==> src/rtl/mpfc_pkg.sv <==
// Purpose: Constants for the modem pin function configuration block
// Assumes: Byte-wide registers on a plain strobe port, one clock
// Notes: Offsets are register indices; the byte address is four times each
//
// Contract
// - Separate config registers per channel, own offsets
// - Bit 7 set turns pull-up off
// - Bit 6 pull-down, never with pull-up
// - Pulls only apply while pin is input
// - Carrier pin: input, open-drain, push-pull
// - Bell pin: input, open-drain, push-pull
// - Bit 5 blocks bell wake; global gate
// - Terminal-ready pin five function codes
// - Set-ready pin four function codes
package mpfc_pkg;

   // -------------------------------------------------------------
   // Register indices
   // -------------------------------------------------------------
   localparam logic [7:0] CH0_CARRIER_IDX = 8'h2A; // Channel 0 carrier
   localparam logic [7:0] CH0_BELL_IDX = 8'h2B; // Channel 0 bell/wake
   localparam logic [7:0] CH0_TREADY_IDX = 8'h2C; // Channel 0 terminal
   localparam logic [7:0] CH0_SREADY_IDX = 8'h2D; // Channel 0 set-ready
   localparam logic [7:0] CH1_CARRIER_IDX = 8'h3D; // Channel 1 carrier
   localparam logic [7:0] CH1_BELL_IDX = 8'h3E; // Channel 1 bell/wake
   localparam logic [7:0] CH1_TREADY_IDX = 8'h3F; // Channel 1 terminal
   localparam logic [7:0] CH1_SREADY_IDX = 8'h40; // Channel 1 set-ready

   // -------------------------------------------------------------
   // Field positions and reset value
   // -------------------------------------------------------------
   localparam int WEAK_HIGH_OFF_BIT = 7; // Pull-up disable
   localparam int PULL_LOW_ON_BIT = 6; // Pull-down enable
   localparam int HOST_WAKE_BLOCK_BIT = 5; // Bell wake disable
   localparam logic [7:0] CFG_RESET = 8'h00; // All registers reset
   localparam logic [7:0] CARRIER_MASK = 8'hC3; // Writable bits
   localparam logic [7:0] BELL_MASK = 8'hE3; // Writable bits
   localparam logic [7:0] TREADY_MASK = 8'hC7; // Writable bits
   localparam logic [7:0] SREADY_MASK = 8'hC3; // Writable bits

   // -------------------------------------------------------------
   // Function codes
   // -------------------------------------------------------------
   localparam logic [2:0] FN_GP_IN = 3'h0; // GPIO input
   localparam logic [2:0] FN_GP_OD = 3'h1; // GPIO open-drain out
   localparam logic [2:0] FN_GP_PP = 3'h2; // GPIO push-pull out
   localparam logic [2:0] FN_MODEM_OD = 3'h3; // Modem open-drain
   localparam logic [2:0] FN_MODEM_PP = 3'h4; // Modem push-pull

   // Resolved driver kind of one pin
   typedef enum logic [1:0] {
      MPFC_DRV_IN,
      MPFC_DRV_OD,
      MPFC_DRV_PP
   } mpfc_drv_e;

endpackage : mpfc_pkg

==> src/rtl/mpfc_pin_drv.sv <==
// Purpose: Drive and pull control for one multi-function pin
// Assumes: Caller resolves the function code into a driver kind
// Notes: Combinational; the top registers the results
`timescale 1ns/10ps
module mpfc_pin_drv (
   input wire logic [1:0] kind, // Driver kind, mpfc_drv_e
   input wire logic out_val, // Level to present
   input wire logic weak_high_off, // Pull-up disable bit
   input wire logic pull_low_on, // Pull-down enable bit
   output logic pin_o, // Pin output value
   output logic pin_oe, // Pin output enable
   output logic pu_en, // Pull-up active
   output logic pd_en // Pull-down active
);

   logic is_in; // Pin is an input
   assign is_in = (kind == mpfc_pkg::MPFC_DRV_IN);

   // ---------------------------------------------------------------
   // Driver: input never drives, open-drain only pulls low
   // ---------------------------------------------------------------
   always_comb begin
      unique case (kind)
         mpfc_pkg::MPFC_DRV_OD: begin
            pin_o = 1'b0;
            pin_oe = ~out_val;
         end
         mpfc_pkg::MPFC_DRV_PP: begin
            pin_o = out_val;
            pin_oe = 1'b1;
         end
         default: begin // Input, and any stray code
            pin_o = 1'b0;
            pin_oe = 1'b0;
         end
      endcase
   end

   // ---------------------------------------------------------------
   // Pulls apply to inputs only; pull-up wins over pull-down
   // ---------------------------------------------------------------
   assign pu_en = is_in & ~weak_high_off;
   assign pd_en = is_in & weak_high_off & pull_low_on;

endmodule : mpfc_pin_drv

==> src/rtl/mpfc_chan.sv <==
// Purpose: Pin configuration of one serial channel, four modem pins
// Assumes: Registers are written by the top over a strobe port
// Notes: Instantiated once per channel, each with its own offsets
`timescale 1ns/10ps
module mpfc_chan (
   input wire logic clk, // System clock
   input wire logic sys_rst, // Synchronous reset, active high
   input wire logic [7:0] addr, // Register index
   input wire logic [7:0] wdata, // Write data
   input wire logic wr_stb, // Write strobe
   input wire logic [7:0] idx_carrier, // Carrier register index
   input wire logic [7:0] idx_bell, // Bell register index
   input wire logic [7:0] idx_tready, // Terminal register index
   input wire logic [7:0] idx_sready, // Set-ready register index
   input wire logic [3:0] gpio_out, // GPIO levels, carrier first
   input wire logic term_ready, // Modem terminal-ready level
   input wire logic [3:0] pin_i, // Sampled pin levels
   input wire logic global_wake_en, // Global remote wakeup enable
   output logic [7:0] rdata_c, // Read data when hit
   output logic hit, // Address belongs to channel
   output logic [3:0] pin_o, // Pin output values
   output logic [3:0] pin_oe, // Pin output enables
   output logic [3:0] pu_en, // Pull-up enables
   output logic [3:0] pd_en, // Pull-down enables
   output logic wake_req, // Bell pin wake request
   output logic set_ready // Modem set-ready input level
);

   logic [7:0] carrier_q; // Carrier pin config
   logic [7:0] bell_q; // Bell pin config
   logic [7:0] tready_q; // Terminal-ready pin config
   logic [7:0] sready_q; // Set-ready pin config
   logic [1:0] kind [4]; // Driver kind per pin
   logic [3:0] val; // Level per pin
   logic [3:0] wk_hi_off; // Pull-up disable per pin
   logic [3:0] pl_lo_on; // Pull-down enable per pin

   // ---------------------------------------------------------------
   // Register writes; reserved bits kept at zero
   // ---------------------------------------------------------------
   always_ff @(posedge clk) begin
      if (sys_rst) begin
         carrier_q <= mpfc_pkg::CFG_RESET;
         bell_q <= mpfc_pkg::CFG_RESET;
         tready_q <= mpfc_pkg::CFG_RESET;
         sready_q <= mpfc_pkg::CFG_RESET;
      end else if (wr_stb) begin
         if (addr == idx_carrier) begin
            carrier_q <= wdata & mpfc_pkg::CARRIER_MASK;
         end
         if (addr == idx_bell) begin
            bell_q <= wdata & mpfc_pkg::BELL_MASK;
         end
         if (addr == idx_tready) begin
            tready_q <= wdata & mpfc_pkg::TREADY_MASK;
         end
         if (addr == idx_sready) begin
            sready_q <= wdata & mpfc_pkg::SREADY_MASK;
         end
      end
   end

   // ---------------------------------------------------------------
   // Read mux
   // ---------------------------------------------------------------
   always_comb begin
      hit = 1'b1;
      if (addr == idx_carrier) begin
         rdata_c = carrier_q;
      end else if (addr == idx_bell) begin
         rdata_c = bell_q;
      end else if (addr == idx_tready) begin
         rdata_c = tready_q;
      end else if (addr == idx_sready) begin
         rdata_c = sready_q;
      end else begin
         rdata_c = 8'h00;
         hit = 1'b0;
      end
   end

   // Two-bit GPIO codes; 11 falls back to input (illegal except on set-ready)
   function automatic logic [1:0] gp_kind(input logic [1:0] c);
      unique case (c)
         2'h1: gp_kind = mpfc_pkg::MPFC_DRV_OD;
         2'h2: gp_kind = mpfc_pkg::MPFC_DRV_PP;
         default: gp_kind = mpfc_pkg::MPFC_DRV_IN;
      endcase
   endfunction : gp_kind

   // ---------------------------------------------------------------
   // Function decode per pin
   // ---------------------------------------------------------------
   always_comb begin
      kind[0] = gp_kind(carrier_q[1:0]);
      kind[1] = gp_kind(bell_q[1:0]);
      kind[3] = gp_kind(sready_q[1:0]); // (11 is modem input)
      val = gpio_out;
      unique case (tready_q[2:0])
         mpfc_pkg::FN_GP_OD: kind[2] = mpfc_pkg::MPFC_DRV_OD;
         mpfc_pkg::FN_GP_PP: kind[2] = mpfc_pkg::MPFC_DRV_PP;
         mpfc_pkg::FN_MODEM_OD: begin
            kind[2] = mpfc_pkg::MPFC_DRV_OD;
            val[2] = ~term_ready; // Active-low modem line
         end
         mpfc_pkg::FN_MODEM_PP: begin
            kind[2] = mpfc_pkg::MPFC_DRV_PP;
            val[2] = ~term_ready;
         end
         default: kind[2] = mpfc_pkg::MPFC_DRV_IN; // Input, illegal codes
      endcase
      wk_hi_off = {sready_q[7], tready_q[7], bell_q[7], carrier_q[7]};
      pl_lo_on = {sready_q[6], tready_q[6], bell_q[6], carrier_q[6]};
   end

   // ---------------------------------------------------------------
   // One driver slice per pin
   // ---------------------------------------------------------------
   for (genvar g = 0; g < 4; g++) begin : g_pin
      mpfc_pin_drv u_drv (
         .kind(kind[g]),
         .out_val(val[g]),
         .weak_high_off(wk_hi_off[g]),
         .pull_low_on(pl_lo_on[g]),
         .pin_o(pin_o[g]),
         .pin_oe(pin_oe[g]),
         .pu_en(pu_en[g]),
         .pd_en(pd_en[g])
      );
   end

   // Bell wake: low level on an input-configured pin, gated twice
   assign wake_req = global_wake_en & ~bell_q[mpfc_pkg::HOST_WAKE_BLOCK_BIT]
                     & (kind[1] == mpfc_pkg::MPFC_DRV_IN) & ~pin_i[1];
   // Modem set-ready input, active low, only in its modem function
   assign set_ready = (sready_q[1:0] == 2'h3) & ~pin_i[3];

endmodule : mpfc_chan

==> src/rtl/mpfc_top.sv <==
// Purpose: Modem pin function configuration for two channels
// Assumes: Plain strobe register port, read data one cycle later
// Notes: Pin vectors are ordered carrier, bell, terminal, set-ready
//
// Implementation choice: the strobed register port.
`timescale 1ns/10ps
module mpfc_top (
   input wire logic clk, // System clock
   input wire logic sys_rst, // Synchronous reset, active high
   input wire logic [7:0] reg_addr, // Register index
   input wire logic [7:0] reg_wdata, // Write data
   input wire logic reg_wr, // Write strobe
   input wire logic reg_rd, // Read strobe
   output logic [7:0] reg_rdata, // Read data, cycle after strobe
   input wire logic global_wake_en, // Global remote wakeup enable
   input wire logic [3:0] ch0_gpio_out, // Channel 0 GPIO levels
   input wire logic [3:0] ch1_gpio_out, // Channel 1 GPIO levels
   input wire logic ch0_term_ready, // Channel 0 modem terminal-ready
   input wire logic ch1_term_ready, // Channel 1 modem terminal-ready
   input wire logic [3:0] ch0_pin_i, // Channel 0 pin levels
   input wire logic [3:0] ch1_pin_i, // Channel 1 pin levels
   output logic [3:0] ch0_pin_o, // Channel 0 pin outputs
   output logic [3:0] ch0_pin_oe, // Channel 0 output enables
   output logic [3:0] ch0_pu_en, // Channel 0 pull-ups
   output logic [3:0] ch0_pd_en, // Channel 0 pull-downs
   output logic [3:0] ch1_pin_o, // Channel 1 pin outputs
   output logic [3:0] ch1_pin_oe, // Channel 1 output enables
   output logic [3:0] ch1_pu_en, // Channel 1 pull-ups
   output logic [3:0] ch1_pd_en, // Channel 1 pull-downs
   output logic ch0_wake_req, // Channel 0 bell wake request
   output logic ch1_wake_req, // Channel 1 bell wake request
   output logic ch0_set_ready, // Channel 0 set-ready level
   output logic ch1_set_ready // Channel 1 set-ready level
);

   logic [7:0] rd0, rd1; // Channel read data
   logic hit0, hit1; // Channel address hits
   logic [3:0] o0, oe0, pu0, pd0, o1, oe1, pu1, pd1; // Raw pin controls
   logic w0, w1, s0, s1; // Raw wake and set-ready

   // ---------------------------------------------------------------
   // Channels at their own offsets
   // ---------------------------------------------------------------
   mpfc_chan u_ch0 (
      .clk(clk), .sys_rst(sys_rst), .addr(reg_addr), .wdata(reg_wdata),
      .wr_stb(reg_wr), .idx_carrier(mpfc_pkg::CH0_CARRIER_IDX),
      .idx_bell(mpfc_pkg::CH0_BELL_IDX),
      .idx_tready(mpfc_pkg::CH0_TREADY_IDX),
      .idx_sready(mpfc_pkg::CH0_SREADY_IDX), .gpio_out(ch0_gpio_out),
      .term_ready(ch0_term_ready), .pin_i(ch0_pin_i),
      .global_wake_en(global_wake_en), .rdata_c(rd0), .hit(hit0),
      .pin_o(o0), .pin_oe(oe0), .pu_en(pu0), .pd_en(pd0),
      .wake_req(w0), .set_ready(s0)
   );
   mpfc_chan u_ch1 (
      .clk(clk), .sys_rst(sys_rst), .addr(reg_addr), .wdata(reg_wdata),
      .wr_stb(reg_wr), .idx_carrier(mpfc_pkg::CH1_CARRIER_IDX),
      .idx_bell(mpfc_pkg::CH1_BELL_IDX),
      .idx_tready(mpfc_pkg::CH1_TREADY_IDX),
      .idx_sready(mpfc_pkg::CH1_SREADY_IDX), .gpio_out(ch1_gpio_out),
      .term_ready(ch1_term_ready), .pin_i(ch1_pin_i),
      .global_wake_en(global_wake_en), .rdata_c(rd1), .hit(hit1),
      .pin_o(o1), .pin_oe(oe1), .pu_en(pu1), .pd_en(pd1),
      .wake_req(w1), .set_ready(s1)
   );

   // ---------------------------------------------------------------
   // Read data: registered, zero for unmapped or idle
   // ---------------------------------------------------------------
   always_ff @(posedge clk) begin
      if (sys_rst) begin
         reg_rdata <= 8'h00;
      end else if (reg_rd && hit0) begin
         reg_rdata <= rd0;
      end else if (reg_rd && hit1) begin
         reg_rdata <= rd1;
      end else begin
         reg_rdata <= 8'h00;
      end
   end

   // ---------------------------------------------------------------
   // Output registers; reset leaves every pin an undriven input
   // ---------------------------------------------------------------
   always_ff @(posedge clk) begin
      if (sys_rst) begin
         {ch0_pin_o, ch0_pin_oe, ch0_pu_en, ch0_pd_en} <= 16'h00F0;
         {ch1_pin_o, ch1_pin_oe, ch1_pu_en, ch1_pd_en} <= 16'h00F0;
         {ch0_wake_req, ch1_wake_req} <= 2'h0;
         {ch0_set_ready, ch1_set_ready} <= 2'h0;
      end else begin
         {ch0_pin_o, ch0_pin_oe, ch0_pu_en, ch0_pd_en} <= {o0, oe0, pu0, pd0};
         {ch1_pin_o, ch1_pin_oe, ch1_pu_en, ch1_pd_en} <= {o1, oe1, pu1, pd1};
         {ch0_wake_req, ch1_wake_req} <= {w0, w1};
         {ch0_set_ready, ch1_set_ready} <= {s0, s1};
      end
   end
endmodule : mpfc_top

==> config.mk <==
export PLATFORM = sky130hd
export DESIGN_NAME = mpfc_top
export DESIGN_NICKNAME = d
export VERILOG_FILES = /design/src/rtl/mpfc_pkg.sv /design/src/rtl/mpfc_pin_drv.sv /design/src/rtl/mpfc_chan.sv /design/src/rtl/mpfc_top.sv
export SDC_FILE = /design/constraint.sdc
export NUM_CORES = 1
export LEC_CHECK = 0
export ABC_AREA = 1
export BUFFER_PORTS_ARGS = -buffer_cell sky130_fd_sc_hd__buf_4
export CORE_MARGIN = 2
export CORE_UTILIZATION = 56
export CTS_CLUSTER_DIAMETER = 150
export DETAILED_ROUTE_END_ITERATION = 10
export PLACE_DENSITY = 0.83
export SLEW_MARGIN = 20
export SYNTH_ARGS = -nofsm -noshare
export SYNTH_HDL_FRONTEND = slang
export SYNTH_SLANG_ARGS = --single-unit
==> constraint.sdc <==
create_clock -name clk -period 2.6 [get_ports clk]
set_clock_uncertainty 0.05 [all_clocks]
set_input_delay 0.13 -clock clk [delete_from_list [all_inputs] [get_ports clk]]
set_output_delay 0.13 -clock clk [all_outputs]
set_load 0.005 [all_outputs]
Yosys cells after proc, flatten, opt, wreduce, memory -nomap -nowiden
Index checks and enable logic that the tools add are counted.
{"block": "op_classes", "n_eq_ne": 46, "mux": 36, "n_reduce_logical": 32, "n_bitwise": 64}
{"cell": "two-way mux 8 bit", "n": 10}
{"cell": "== test 8 x 6 -> 1 bit (second input constant)", "n": 7}
{"cell": "AND 1 bit", "n": 32}
{"cell": "== test 2 bit (second input constant)", "n": 16}
{"cell": "NOT 1 bit", "n": 32}
{"cell": "case mux 2 bit (2 select lines)", "n": 8}
{"cell": "== test 2 x 1 -> 1 bit (second input constant)", "n": 14}
{"cell": "OR reduction 2 bit", "n": 14}
{"cell": "zero test 2 bit", "n": 8}
{"cell": "case mux 1 bit (2 select lines)", "n": 8}
{"cell": "AND reduction 2 bit", "n": 8}
{"cell": "== test 3 x 2 -> 1 bit (second input constant)", "n": 4}
{"cell": "two-way mux 1 bit", "n": 10}
{"cell": "== test 8 x 7 -> 1 bit (second input constant)", "n": 1}
{"cell": "== test 3 x 1 -> 1 bit (second input constant)", "n": 2}
{"cell": "== test 3 bit (second input constant)", "n": 2}
{"cell": "logical AND 1 bit", "n": 2}
{"block": "word_totals", "in_bits": 39, "output_inout_bits": 44, "register_bits": 80, "elab_cells": 205}

Logic depth before layout (Yosys ltp)
{"block": "depth", "word_depth": 8, "ltp_mapped": 10, "depth_no_buf": 10}

Modules after synthesis
A second synthesis with hierarchy kept.
{"block": "hier_totals", "cells_unflattened": 862, "area_unflattened_um2": 5485.3}
{"module": "mpfc_chan", "area_each_um2": 1680.4, "seq_area_each_um2": 360.3, "cells_per_inst": 291, "instances": 2}
{"module": "mpfc_top", "area_each_um2": 1403.8, "seq_area_each_um2": 880.8, "cells_per_inst": 160, "instances": 1}
{"module": "mpfc_pin_drv", "area_each_um2": 90.1, "seq_area_each_um2": 0.0, "cells_per_inst": 15, "instances": 8}

Worst setup path after synthesis
OpenSTA, ideal clock, no wires.
{"block": "synth_path", "kind": "register to register", "start": "reg u_ch0.tready_q[1]", "end": "reg ch0_pu_en[2]", "stages_incl_launch_ff": 9, "t_arrival_ps": 1005, "t_required_ps": 2417, "setup_ps": 133, "synth_period_minus_slack_ps": 1189, "path_buffers": 0, "setup_slack_ps": 1411, "path_cell_list": "dfxtp_1 inv_1 nor2_1 inv_1 a21oi_1 inv_1 ha_1 inv_1 o21ai_0"}
{"block": "synth_between", "elab_chain_cells": 5, "elab_cells_between_ends": 9, "classes_between": "4 x eq/ne; 1 x mux; 1 x bitwise; 3 x reduce/logical"}
{"item": "start, declared", "line": "mpfc_chan.sv:31", "text": "logic [7:0] tready_q;"}
{"item": "start signal, assigned", "line": "mpfc_chan.sv:45", "text": "tready_q <= mpfc_pkg::CFG_RESET;"}
{"item": "start signal, assigned", "line": "mpfc_chan.sv:55", "text": "tready_q <= wdata & mpfc_pkg::TREADY_MASK;"}
{"item": "== test 3 x 2 -> 1 bit, or another cell as far along", "line": "mpfc_chan.sv:99", "text": "unique case (tready_q[2:0])"}
{"item": "OR reduction 2 bit (no line)"}
{"item": "case mux 2 bit (2 select lines) (*)", "line": "mpfc_chan.sv:99"}
{"item": "zero test 2 bit (*)", "line": "mpfc_pin_drv.sv:17", "text": "assign is_in = (kind == mpfc_pkg::MPFC_DRV_IN);"}
{"item": "AND 1 bit (*)", "line": "mpfc_pin_drv.sv:42", "text": "assign pu_en = is_in & ~weak_high_off;"}
{"item": "end signal, assigned", "line": "mpfc_top.sv:92", "text": "{ch0_pin_o, ch0_pin_oe, ch0_pu_en, ch0_pd_en} <= {o0, oe0, pu0, pd0};"}
{"item": "end, declared", "line": "mpfc_top.sv:24", "text": "output logic [3:0] ch0_pu_en,"}
Mark *: on every way between the ends. The rest lies on a longest branch, timed or not.
A chain may end at the register's enable or synchronous reset.

Final worst setup path
Ends and elaborated chain as after synthesis.

==> metrics <==
status=finished clean; Layout Nets=about 580; DR iter-0 viols=about 270; worst-skew pair later-pin latency=360 ps; initial core utilization=approximately three fifths; Routed WL=between 8 and 9 mm; share of layout cells above drive strength 1=between 20% and 30%; GPL Wtd Cong=~0.94; crit end category=flop; pre-CTS WS=923 ps; antenna violations before repair=0; critical path class=reg -> reg; Peak VDD IR=between 0.4 and 0.5 mV; ANT nets after route=0; Post-CTS Setup Bufs=0; Vias=between 3000 and 4000; hold depth=3; Num CTS Buffers=9; CTS tree=yes; arrival time worst endpoint=1550 ps; cell count after synthesis=about 440; Cell Pwr Density=around 520 nW/µm²; Lkg Pwr=between 0.0015 and 0.002 µW; HPWL after detailed placement=between 5 and 6 mm; Ys Warns=0; HP Class=in -> reg; EDFF count, synth=0; Worst Path Max Fanout=3; largest net degree at the start of global routing=34; CP Launch Type=flop; First-pass DRT Iterations=5; GR Overflow Total=0; antenna fix cells=0; Max Cap Viol=0; register area=1560 µm²; top cell type's share of synthesized area=between 40% and 50%; I/O Buffers=74; first-pass GRT wire length=~13 mm; synthesized cell area=3440 µm²; Reg clk slew, reported paths=around 80 ps; endpoints failing hold=0; via/cell ratio=5.40; fillcell total=~450; setup ws final=approximately 1200 ps; Min Clock Period, post-route=~1400 ps; total core area=5920 µm²; Core Rows=28; synth-to-layout area growth=26.5%; post-synthesis cell type with the largest combined area=dfxtp_1; R2R depth=8; Yosys reg bits=78; Die ar.=6780 µm²; Finish-stage setup viols=0; WL per Instance=about 14 µm; multi-input logic area=between 1500 and 2000 µm²; WP data required=2780 ps; Seq/Total Area, Yosys=between 40% and 50%; Die H=82.3 µm; gr usage total=about 25%; synth unique cells=29; # clock sinks=78; H-tree lvl count=3; fraction of registers with async set/reset=0%; num ports=83; most common cell in the synthesized netlist=dfxtp_1; Final Cycle Share=52.8%; vias in the first global route=roughly 2900; die width=~82 µm; Synth area leaders=dfxtp_1 (45%), nand2_1 (7.1%), inv_1 (6.7%); drc violations=0; Slew Limit Fails=0; syn avg cell area=roughly 8 µm²; setup_tns=0 ps; Clock Tree Root=clkbuf_8; clk buf depth=2; unrepaired setup endpoints after global routing=no; main flop type after synthesis=dfxtp_1; most frequent cells after synthesis=dfxtp_1 (78), nand2_1 (65), inv_1 (61); Max Fclk=728 MHz
## path summary, 6_finish.rpt
kind / from / to / slack, ps
max: u_ch0.tready_q[1] / ch0_pu_en[2] / 1230
max reg2reg: u_ch0.tready_q[1] / ch0_pu_en[2] / 1230
min reg2reg: u_ch1.carrier_q[7] / ch1_pu_en[0] / 400
min: reg_wdata[2] / u_ch0.tready_q[2] / 30
## repair_timing
item                       4_1_cts  5_1_grt
setup endpoints to repair        0        0
gates resized for setup          0        0
hold endpoints to repair        11        0
hold buffers                    11        0
## where the power goes
group	switching (µW)	internal, µW	leakage [µW]
clock network	421	491	0.000106
registers	1.64	1200	0.000629
logic	84.7	60.0	0.00120
## layout by cell type, fill, tap and decap left out, drive strengths merged
| master | netlist | layout |
|---|---|---|
| bufinv | 0 | 1 |
| clkbuf | 8 | 12 |
| o21a | 1 | 1 |
| nor3 | 8 | 8 |
| clkinv | 0 | 3 |
| nand4 | 5 | 5 |
| nor2 | 42 | 42 |
| o211ai | 1 | 1 |
| nand3 | 37 | 37 |
| ha | 17 | 17 |
| nand2 | 71 | 71 |
| o21ai | 44 | 44 |
| buf | 5 | 75 |
| a21oi | 45 | 45 |
| dfxtp | 78 | 78 |
| inv | 64 | 64 |
| a211oi | 4 | 4 |
| nor4 | 6 | 6 |
| dlygate4sd3 | 0 | 11 |
| conb | 1 | 2 |
## per-stage QoR
stage	hold WS [ps]	instance area (µm²)	util, %	std cells	total power, µW
after floorplan	152	3440	-	438	1290
after global placement	237	4040	68.2	575	1350
after detailed placement	240	4040	68.2	575	1350
after CTS	12.9	4350	73.4	602	2260
after global routing	48.7	4350	73.4	602	2320
final	25.4	4350	73.4	602	2260
## logic make-up (layout without fill, tap and decap cells)
family	after synthesis	in the layout	synth area share [%]
buf+inv	77	166	8.78
flops	78	78	45.4
compound gates	95	95	14.7
other cells	1	2	0.109
simple gates	169	169	24.8
fa+ha+maj	17	17	6.19
## area by class of cell
cell class,instances,area share (%)
inverter,64,5.53
sequential,78,35.9
tap,75,2.16
timing repair buffer,86,15.5
clock inverter,4,1.04
multi-input combinational,283,36.3
clock buffer,12,3.57
## metal layers
layer  vias up  GRT usage, %  wire length (µm)
met4         0          13.3               212
li1       1599             -                 -
met2       124          41.7              4050
met1      1506          31.6              3470
met5         -             0                 0
met3        19          4.13               534
## flip-flops by register name, summed over array words and instances, names as in the netlist, 5 cells and up
name,flops
u_ch0.bell_q,5
u_ch1.bell_q,5
u_ch0.tready_q,5
u_ch1.tready_q,5
reg_rdata,6
## critical path, cell delays in order (launching register included)
cell and delay [ps]:
dfxtp_1 330, inv_1 80, nor2_1 150, inv_1 60, a21oi_1 190, inv_1 90
ha_1 180, inv_1 60, o21ai_0 70
Note: power is estimated with default switching activity, not from simulation.
